## config.mk

```make
export PLATFORM = sky130hd
export DESIGN_NAME = rsc_radio_ctrl
export DESIGN_NICKNAME = d
export VERILOG_FILES = /design/src/inc/rsc_pkg.sv /design/src/rtl/rsc_radio_ctrl.sv
export SDC_FILE = /design/constraint.sdc
export NUM_CORES = 1
export LEC_CHECK = 0
export BUFFER_PORTS_ARGS = -buffer_cell sky130_fd_sc_hd__buf_2
export CORE_MARGIN = 3
export CORE_UTILIZATION = 27
export DETAILED_ROUTE_END_ITERATION = 16
export PLACE_DENSITY = 0.44
export SYNTH_ARGS = -nofsm -noshare
export SYNTH_HDL_FRONTEND = slang
export SYNTH_SLANG_ARGS = --single-unit
```

## constraint.sdc

```tcl
create_clock -name clock -period 6.5 [get_ports clock]
set_input_delay 1.95 -clock clock [delete_from_list [all_inputs] [get_ports clock]]
set_output_delay 1.95 -clock clock [all_outputs]
set_load 0.1 [all_outputs]
```

## src/inc/rsc_pkg.sv

```systemverilog
`default_nettype none
package rsc_pkg;
	// ==========================================================
	// Register offsets
	localparam logic [6:0] ADDR_DEV_STATUS = 7'h02;
	localparam logic [6:0] ADDR_EV_FIRST = 7'h03;
	localparam logic [6:0] ADDR_EV_SECOND = 7'h04;
	localparam logic [6:0] ADDR_MASK_FIRST = 7'h05;
	localparam logic [6:0] ADDR_MASK_SECOND = 7'h06;
	localparam logic [6:0] ADDR_MODE_CTRL = 7'h07;
	localparam logic [6:0] ADDR_SEQ_CFG = 7'h08;
	localparam logic [6:0] ADDR_XTAL_CTRL = 7'h62;
	// ==========================================================
	// Values after reset
	localparam logic [7:0] EV_FIRST_RST = 8'h00;
	localparam logic [7:0] EV_SECOND_RST = 8'h01;
	localparam logic [7:0] MASK_FIRST_RST = 8'h00;
	localparam logic [7:0] MASK_SECOND_RST = 8'h01;
	localparam logic [7:0] MODE_CTRL_RST = 8'h01;
	localparam logic [7:0] SEQ_CFG_RST = 8'h00;
	localparam logic [7:0] XTAL_CTRL_RST = 8'h00;
	// ==========================================================
	// Field positions
	localparam int MODE_XTAL_KEEP = 0;
	localparam int MODE_SYNTH_KEEP = 1;
	localparam int MODE_RX_REQ = 2;
	localparam int MODE_TX_REQ = 3;
	localparam int MODE_WAKE_TIMER = 6;
	localparam int SEQ_SKIP_CAL = 0;
	localparam int XTAL_BUF_OVR = 1;
	localparam int EV1_PKT_SENT = 2;
	localparam int EV2_CHIP_READY = 1;
	// ==========================================================
	// Power state codes
	localparam logic [1:0] CPS_IDLE = 2'h0;
	localparam logic [1:0] CPS_RX = 2'h1;
	localparam logic [1:0] CPS_TX = 2'h2;
	// ==========================================================
	// Sequencer timing
	localparam int unsigned CLK_MHZ = 100;
	localparam int unsigned XTAL_START_US = 600;
	localparam int unsigned PLL_SETTLE_US = 100;
	localparam int unsigned VCO_CAL_US = 20;
	localparam int unsigned PA_RAMP_US = 5;
	localparam int unsigned XTAL_START_CYC = XTAL_START_US * CLK_MHZ;
	localparam int unsigned PLL_SETTLE_CYC = PLL_SETTLE_US * CLK_MHZ;
	localparam int unsigned VCO_CAL_CYC = VCO_CAL_US * CLK_MHZ;
	localparam int unsigned PA_RAMP_CYC = PA_RAMP_US * CLK_MHZ;
	localparam int CNT_W = 20;
	// ==========================================================
	// Sequencer states
	typedef enum logic [3:0] {
		SEQ_IDLE = 4'h0,
		SEQ_XTAL_WAIT = 4'h1,
		SEQ_PLL_EN = 4'h2,
		SEQ_VCO_CAL = 4'h3,
		SEQ_PLL_SETTLE = 4'h4,
		SEQ_PA_RAMP = 4'h5,
		SEQ_TX_ACTIVE = 4'h6,
		SEQ_RX_FRONT = 4'h7,
		SEQ_RX_ACTIVE = 4'h8
	} rsc_seq_e;
endpackage
`default_nettype wire

```

## src/rtl/rsc_radio_ctrl.sv

```systemverilog
`timescale 1ns/1ns
`default_nettype none
// Operation
// - Crystal-keep bit selects ready mode and keeps the crystal running.
// - Synth-keep bit selects tune mode, keeping the PLL enabled and locked.
// - Tune mode turns the crystal on even with crystal-keep bit clear.
// - Writing transmit request from any idle mode starts the transmit sequence.
// - Transmit: regulators, crystal wait, PLL, calibrate, settle, PA ramp, send.
// - Skip-calibration bit bypasses oscillator calibration; it resets to zero.
// - Steps already running in the idle mode are skipped.
// - Oscillator and PLL recalibrate every time the PLL is enabled, unless the skip-calibration bit is set.
// - Writing receive request from any idle mode starts the receive sequence.
// - Receive: regulators, crystal, PLL, calibrate, settle, front end, modem.
// - Receiving modem then runs gain, correction, sync and packet handling.
// - Status register: overflow, underflow, empty, header, frequency, power state.
// - Pending interrupt drives the active-low request output low.
// - Only events enabled in the two mask registers assert the request.
// - Request stays low until its status register is read.
// - Reading an event status register clears its enabled bits.
// - Disabled events still set status bits without asserting the request.
// - Event bit layout of the first and second status registers.
// - First mask resets to zero, second resets with power-on enable only.
// - After reset the device is in ready idle mode.
// - Writing zero to mode control selects standby.
// - Wake-up timer enable bit selects sleep mode.
module rsc_radio_ctrl #(
	parameter int unsigned XTAL_CYC = rsc_pkg::XTAL_START_CYC,
	parameter int unsigned PLL_CYC = rsc_pkg::PLL_SETTLE_CYC
) (
	input wire logic clock,
	input wire logic sys_rst,
	input wire logic spi_sclk,
	input wire logic spi_sel_n,
	input wire logic spi_sdi,
	output logic spi_sdo,
	output logic interrupt_request_n,
	input wire logic [7:0] ev_first,
	input wire logic [7:0] ev_second,
	input wire logic [4:0] fifo_flags,
	input wire logic tx_packet_done,
	output logic ldo_main_en,
	output logic xtal_en,
	output logic pll_en,
	output logic vco_cal_en,
	output logic pa_en,
	output logic rx_front_en,
	output logic modem_rx_en,
	output logic modem_tx_en,
	output logic wake_timer_en,
	output logic xtal_buf_override,
	output logic [1:0] power_state
);
	import rsc_pkg::*;

	// ==========================================================
	// State
	typedef struct packed {
		logic [2:0] sclk_s;
		logic [1:0] sel_s;
		logic [1:0] sdi_s;
		logic [3:0] bitcnt;
		logic [7:0] shin;
		logic [7:0] shout;
		logic rw;
		logic [6:0] addr;
		logic [7:0] ev1;
		logic [7:0] ev2;
		logic [7:0] m1;
		logic [7:0] m2;
		logic [7:0] mode;
		logic [7:0] seqcfg;
		logic [7:0] xctrl;
		rsc_seq_e seq;
		logic [CNT_W-1:0] cnt;
		logic [CNT_W-1:0] xcnt;
		logic xtal_rdy;
		logic pll_rdy;
	} rsc_state_s;

	localparam rsc_state_s ST_RST = '{
		sel_s: 2'h3, ev1: EV_FIRST_RST, ev2: EV_SECOND_RST,
		m1: MASK_FIRST_RST, m2: MASK_SECOND_RST, mode: MODE_CTRL_RST,
		seqcfg: SEQ_CFG_RST, xctrl: XTAL_CTRL_RST, seq: SEQ_IDLE, default: '0};

	rsc_state_s st_q;
	rsc_state_s st_d;
	logic rise;
	logic fall;
	logic clr1;
	logic clr2;
	logic [7:0] byte_in;
	logic [7:0] set1;
	logic [7:0] set2;
	logic want_tx;
	logic want_rx;
	logic want_pll;
	logic xtal_need;
	logic [7:0] dis_ev1;

	function automatic logic [7:0] rd_mux(input logic [6:0] a);
		logic [7:0] r;
		r = 8'h00;
		unique case (a)
			ADDR_DEV_STATUS: r = {fifo_flags, 1'b0, power_state};
			ADDR_EV_FIRST: r = st_q.ev1;
			ADDR_EV_SECOND: r = st_q.ev2;
			ADDR_MASK_FIRST: r = st_q.m1;
			ADDR_MASK_SECOND: r = st_q.m2;
			ADDR_MODE_CTRL: r = st_q.mode;
			ADDR_SEQ_CFG: r = st_q.seqcfg;
			ADDR_XTAL_CTRL: r = st_q.xctrl;
			default: r = 8'h00;
		endcase
		return r;
	endfunction

	assign want_tx = st_q.mode[MODE_TX_REQ];
	assign want_rx = st_q.mode[MODE_RX_REQ];
	assign want_pll = want_tx | want_rx | st_q.mode[MODE_SYNTH_KEEP];
	assign xtal_need = st_q.mode[MODE_XTAL_KEEP] | want_pll;
	assign dis_ev1 = ev_first & ~st_q.m1;

	// ==========================================================
	// Outputs
	assign spi_sdo = st_q.shout[7];
	assign interrupt_request_n = ~|((st_q.ev1 & st_q.m1) | (st_q.ev2 & st_q.m2));
	assign ldo_main_en = xtal_need | (st_q.seq != SEQ_IDLE);
	assign xtal_en = xtal_need;
	assign pll_en = st_q.pll_rdy | (st_q.seq inside {SEQ_PLL_EN, SEQ_VCO_CAL, SEQ_PLL_SETTLE});
	assign vco_cal_en = st_q.seq == SEQ_VCO_CAL;
	assign pa_en = st_q.seq inside {SEQ_PA_RAMP, SEQ_TX_ACTIVE};
	assign rx_front_en = st_q.seq inside {SEQ_RX_FRONT, SEQ_RX_ACTIVE};
	assign modem_rx_en = st_q.seq == SEQ_RX_ACTIVE;
	assign modem_tx_en = st_q.seq == SEQ_TX_ACTIVE;
	assign wake_timer_en = st_q.mode[MODE_WAKE_TIMER];
	assign xtal_buf_override = st_q.xctrl[XTAL_BUF_OVR];
	assign power_state = (st_q.seq == SEQ_TX_ACTIVE) ? CPS_TX :
		(st_q.seq == SEQ_RX_ACTIVE) ? CPS_RX : CPS_IDLE;

	// ==========================================================
	// Next state
	always_comb begin
		st_d = st_q;
		clr1 = 1'b0;
		clr2 = 1'b0;
		set1 = ev_first;
		set2 = ev_second;
		byte_in = {st_q.shin[6:0], st_q.sdi_s[1]};
		// Pins are sampled twice, sclk three times; its edges compare the second and third stages
		st_d.sclk_s = {st_q.sclk_s[1:0], spi_sclk};
		st_d.sel_s = {st_q.sel_s[0], spi_sel_n};
		st_d.sdi_s = {st_q.sdi_s[0], spi_sdi};
		rise = st_q.sclk_s[1] & ~st_q.sclk_s[2];
		fall = ~st_q.sclk_s[1] & st_q.sclk_s[2];
		// Serial register port: one address byte, then data bytes with auto-increment
		if (st_q.sel_s[1]) begin
			st_d.bitcnt = 4'h0;
			st_d.shout = 8'h00;
		end else if (rise) begin
			st_d.shin = byte_in;
			st_d.bitcnt = (st_q.bitcnt == 4'hf) ? 4'h8 : st_q.bitcnt + 4'h1;
			if (st_q.bitcnt == 4'h7) begin
				st_d.rw = byte_in[7];
				st_d.addr = byte_in[6:0];
				if (!byte_in[7]) begin
					st_d.shout = rd_mux(byte_in[6:0]);
					clr1 = byte_in[6:0] == ADDR_EV_FIRST;
					clr2 = byte_in[6:0] == ADDR_EV_SECOND;
				end
			end else if (st_q.bitcnt == 4'hf) begin
				st_d.addr = st_q.addr + 7'h01;
				if (st_q.rw) begin
					unique case (st_q.addr)
						ADDR_MASK_FIRST: st_d.m1 = byte_in;
						ADDR_MASK_SECOND: st_d.m2 = byte_in;
						ADDR_MODE_CTRL: st_d.mode = byte_in;
						ADDR_SEQ_CFG: st_d.seqcfg = byte_in;
						ADDR_XTAL_CTRL: st_d.xctrl = byte_in;
						default: st_d.mode = st_d.mode;
					endcase
				end else begin
					st_d.shout = rd_mux(st_q.addr + 7'h01);
					clr1 = (st_q.addr + 7'h01) == ADDR_EV_FIRST;
					clr2 = (st_q.addr + 7'h01) == ADDR_EV_SECOND;
				end
			end
		end else if (fall && st_q.bitcnt != 4'h8) begin
			// Hold the freshly loaded MSB across the first falling edge
			st_d.shout = {st_q.shout[6:0], 1'b0};
		end
		// Crystal start-up timer runs in every mode that needs the crystal
		if (!xtal_need) begin
			st_d.xtal_rdy = 1'b0;
			st_d.xcnt = '0;
		end else if (!st_q.xtal_rdy) begin
			st_d.xcnt = st_q.xcnt + CNT_W'(1);
			if (st_q.xcnt == CNT_W'(XTAL_CYC - 1)) begin
				st_d.xtal_rdy = 1'b1;
				set2[EV2_CHIP_READY] = 1'b1;
			end
		end
		// Power-up sequencer
		unique case (st_q.seq)
			SEQ_IDLE: begin
				st_d.cnt = '0;
				if (!st_q.mode[MODE_SYNTH_KEEP]) begin
					st_d.pll_rdy = 1'b0;
				end
				if (want_tx || want_rx) begin
					if (st_q.pll_rdy) begin
						st_d.seq = want_tx ? SEQ_PA_RAMP : SEQ_RX_FRONT;
					end else if (st_q.xtal_rdy) begin
						st_d.seq = SEQ_PLL_EN;
					end else begin
						st_d.seq = SEQ_XTAL_WAIT;
					end
				end else if (st_q.mode[MODE_SYNTH_KEEP] && !st_q.pll_rdy) begin
					st_d.seq = st_q.xtal_rdy ? SEQ_PLL_EN : SEQ_XTAL_WAIT;
				end
			end
			SEQ_XTAL_WAIT: begin
				if (!want_pll) begin
					st_d.seq = SEQ_IDLE;
				end else if (st_q.xtal_rdy) begin
					st_d.seq = SEQ_PLL_EN;
				end
			end
			SEQ_PLL_EN: begin
				st_d.cnt = '0;
				// Every fresh PLL enable passes through calibration unless skipped
				st_d.seq = st_q.seqcfg[SEQ_SKIP_CAL] ? SEQ_PLL_SETTLE : SEQ_VCO_CAL;
				if (!want_pll) begin
					st_d.seq = SEQ_IDLE;
				end
			end
			SEQ_VCO_CAL: begin
				st_d.cnt = st_q.cnt + CNT_W'(1);
				if (!want_pll) begin
					st_d.seq = SEQ_IDLE;
				end else if (st_q.cnt == CNT_W'(VCO_CAL_CYC - 1)) begin
					st_d.cnt = '0;
					st_d.seq = SEQ_PLL_SETTLE;
				end
			end
			SEQ_PLL_SETTLE: begin
				st_d.cnt = st_q.cnt + CNT_W'(1);
				if (!want_pll) begin
					st_d.seq = SEQ_IDLE;
				end else if (st_q.cnt == CNT_W'(PLL_CYC - 1)) begin
					st_d.cnt = '0;
					st_d.pll_rdy = 1'b1;
					st_d.seq = want_tx ? SEQ_PA_RAMP : want_rx ? SEQ_RX_FRONT : SEQ_IDLE;
				end
			end
			SEQ_PA_RAMP: begin
				st_d.cnt = st_q.cnt + CNT_W'(1);
				if (!want_tx) begin
					st_d.seq = SEQ_IDLE;
				end else if (st_q.cnt == CNT_W'(PA_RAMP_CYC - 1)) begin
					st_d.seq = SEQ_TX_ACTIVE;
				end
			end
			SEQ_TX_ACTIVE: begin
				if (!want_tx) begin
					st_d.seq = SEQ_IDLE;
				end else if (tx_packet_done) begin
					st_d.seq = SEQ_IDLE;
					st_d.mode[MODE_TX_REQ] = 1'b0;
					set1[EV1_PKT_SENT] = 1'b1;
				end
			end
			SEQ_RX_FRONT: begin
				st_d.seq = want_rx ? SEQ_RX_ACTIVE : SEQ_IDLE;
			end
			SEQ_RX_ACTIVE: begin
				if (!want_rx) begin
					st_d.seq = SEQ_IDLE;
				end
			end
			default: st_d.seq = SEQ_IDLE;
		endcase
		// Event capture; a new event beats a read-clear in the same cycle
		st_d.ev1 = (st_q.ev1 & ~(clr1 ? st_q.m1 : 8'h00)) | set1;
		st_d.ev2 = (st_q.ev2 & ~(clr2 ? st_q.m2 : 8'h00)) | set2;
	end

	always_ff @(posedge clock) begin
		if (sys_rst) begin
			st_q <= ST_RST;
		end else begin
			st_q <= st_d;
		end
	end
endmodule
`default_nettype wire

```

==> results.ini <==
[setup_path]
worstSetupPathDepth = 3
crit_slowest_cell = dfxtp_1
crit_path_max_fanout = 15
timing.rr.start = st_q[103]$_SDFFE_PP0P_
worstSetupEndpointType = output pin
cp_slowest_stage_delay_ns = 0.64
reg2regPathDepth = 7
cp_num_buf_inv = 1
cp_data_arrival_time_ns = 2.27
crit_chain = nand2b_1 -> nor2_1 -> buf_2
required_ns = 4.55
critical-path-top-delay-family = simple AND/OR/NAND/NOR gates
timing.rr.end = st_q[96]$_SDFF_PP0_
cp-start-kind = flop
path_class = reg -> out
reg2reg_slack_ns = 3.25

[yosys]
synthArstFlopShare = 0
syn_avg_cell_area_um2 = 8.43
synth_compound_area_frac = 0.202
synth_edf_count = 0
synth-xor-area-share = 0.0300
synth_fa_ha_area_frac = 0.0148
yosys_warnings = 0
ys_ff_latch = 136
synthesis.area_mm2 = 0.00760
muxShareOfSynthArea = 0.0922
yosys.cell_types.count = 83
yosysSeqAreaShare = 0.358
synth_flop_cell = dfxtp_1
synth_simple_gate_area_frac = 0.249
syn_nets = 937
synth_top_family_by_area = simple AND/OR/NAND/NOR gates
netlist_instances = 901

[floorplanning]
dieWidth_um = 174
die_h_um = 174
core_mm2 = 0.0273
fp-row-count = 60
design.die.area_mm2 = 0.0302
ios = 41
start_util = 0.278

[cells_and_area]
syn_to_final_growth_pct = 13.3
num_antenna_cells = 0
nets = 946
final_area_mm2 = 0.00861
final_layout_size_suffix_gt1_frac = 0.127

[power_and_ir_drop]
p_leak_nw = 3.18
p_per_area_mw_per_mm2 = 236
peakVddDrop_v = 0.000146

[status]
status = finished, final reports clean

[clock_network]
h-tree-depth = 4
holdBufCountCts = 0
cts_sinks = 136
tritoncts = built
cts_root_buffer = clkbuf_16
cts_buffers = 17
clk_latency_ns = 0.43
cts_setup_buffers = 0
postCtsResizedCells = 0
cts_buffer_depth = 2
clk_pin_slew_ns = 0.07

[detailed_routing]
wl_per_cell_um = 19.1
dr.first_iter.drc_count = 619
routed_wl_mm = 24.7
drc = 0
dr.pass1.iters = 7
viasPerCell = 5.27
vias = 6826
ant_nets = 0

[global_routing]
grt_overflow = 0
grtUsageMet3 = 0.0350
grt_pass1_wl_mm = 38.7
grt_max_degree = 77
grt_pass1_vias = 6440
met1_usage = 0.240
grt_use_total = 0.161
grt_antenna_before_repair = 1
top_usage_layer = met1
use_met2 = 0.236

[placed_design]
placed_area_mm2 = 0.00807
io_buffers = 40
dp.final_hpwl_mm = 16.9
place_congestion = 0.791

[sta]
finalSetupViolCount = 0
fin_crit_sh = 0.649
report.final.slew_viol_count = 0
fin_skew_ns = 0.0106
slew_headroom = 0.262
hold_viol_final = 0
fin_crit_ns = 4.22
fmaxAchievable_ghz = 0.237
fin_tns_setup_ns = 0
worst_pin_slew_ns = 1.11
rsz0062_at_grt = no

[worst_hold_path]
min_path_cells = 1
hold_path_startpoint = st_d[133]$_SDFF_PP1_
worstHoldEndpoint = st_q[133]$_SDFF_PP1_
hold_path.class = reg -> reg

[run]
maxCapViolations = 0

==> cell families after synthesis <==
kind of cell | count (synthesis)
simple gates | 364
compound gates | 209
xor+xnor | 26
buf+inv | 97
fa+ha+maj | 9
flops | 136
mux | 60
==> sequential cells by signal, summed over array words and instances, names as in the netlist <==
name	flops
xtal_buf_override	1
byte_in	8
st_q	121
st_d	4
wake_timer_en	1
spi_sdo	1
==> per-layer routing <==
metal	part of all wire	wire length, um
met1	0.51	12500
met4	0.013	328
met2	0.43	10600
met5	0	0
met3	0.052	1290
==> power by group <==
part	switching (mW)	internal, mW	total [mW]	leakage [nW]
Clock	0.400	0.500	0.901	0.248
Sequential	0.0380	0.853	0.891	1.10
Combinational	0.160	0.0770	0.237	1.83
Total	0.598	1.43	2.03	3.18
==> through the flow <==
step           power, mW   util  std cells  setup slack, ns  hold WS [ns]
6_report            2.03  0.315       1295             2.28         0.419
5_1_grt             2.12  0.315       1295             2.13         0.446
4_1_cts             2.06  0.315       1295             2.29         0.430
3_5_place_dp        1.15  0.295       1263             2.76         0.410
3_3_place_gp        1.15  0.295       1263             2.78         0.409
2_1_floorplan       1.08      -        901            0.805         0.389
==> cell usage after synthesis (10+ instances only) <==
library cell / number / share of area
inv_1: 39 / 0.019
nand4_1: 13 / 0.011
mux2i_1: 52 / 0.069
a222oi_1: 13 / 0.017
o21ai_0: 26 / 0.017
a311oi_1: 16 / 0.018
nor2_1: 123 / 0.061
a31oi_1: 10 / 0.0082
xor2_1: 15 / 0.017
dfxtp_1: 136 / 0.36
clkbuf_1: 31 / 0.015
and3_1: 11 / 0.0091
a21oi_1: 39 / 0.026
buf_2: 21 / 0.014
nand2_1: 76 / 0.038
nand3_1: 30 / 0.020
xnor2_1: 11 / 0.013
nor3_1: 22 / 0.014
nor4_1: 12 / 0.0099
a22oi_1: 40 / 0.040
==> cells in the final DEF (no fill, tap or decap), drive strengths merged, types with 10 or more instances in the layout <==
cell type | Yosys | final
clkbuf | 31 | 19
a222oi | 13 | 13
nand2 | 79 | 79
mux2i | 52 | 52
nand3 | 31 | 31
dfxtp | 136 | 136
nor4 | 15 | 15
a31oi | 11 | 11
a311oi | 16 | 16
a22oi | 40 | 40
o21ai | 29 | 29
xnor2 | 11 | 11
nor3 | 22 | 22
nand4 | 14 | 14
inv | 40 | 43
nor2 | 126 | 126
a21oi | 39 | 39
buf | 26 | 47
xor2 | 15 | 15
and2 | 10 | 10
and3 | 11 | 11
==> final cells by class <==
cell class | count | area (um^2)
clock inverters | 13 | 98.8
clock buffers | 19 | 443
flip-flops and latches | 136 | 2720
well taps | 372 | 465
multi-input cells | 668 | 4470
repair buffers | 47 | 255
inverters | 40 | 150
fillers | 2947 | 18700
==> how the worst max path moves through the flow <==
stage / from / to / slack, ns
finish: st_q[43]$_SDFFE_PP0P_ / power_state[1] / 2.28
global route: st_q[43]$_SDFFE_PP0P_ / power_state[1] / 2.13
CTS: st_q[43]$_SDFFE_PP0P_ / power_state[1] / 2.29
detailed placement: st_q[43]$_SDFFE_PP0P_ / power_state[1] / 2.76
global placement: st_q[43]$_SDFFE_PP0P_ / modem_tx_en / 2.78
floorplan: st_q[45]$_SDFFE_PP0P_ / power_state[0] / 0.80
==> worst reg2reg max path, delay by kind of cell (launching register included) <==
kind	cells	cell delay (ns)
DFF	1	0.54
AOI/OAI and AO/OA	4	1.04
and+or+nand+nor	2	0.88
adders and majority gates	1	0.62
No activity file was read; power rests on OpenSTA's default activity.
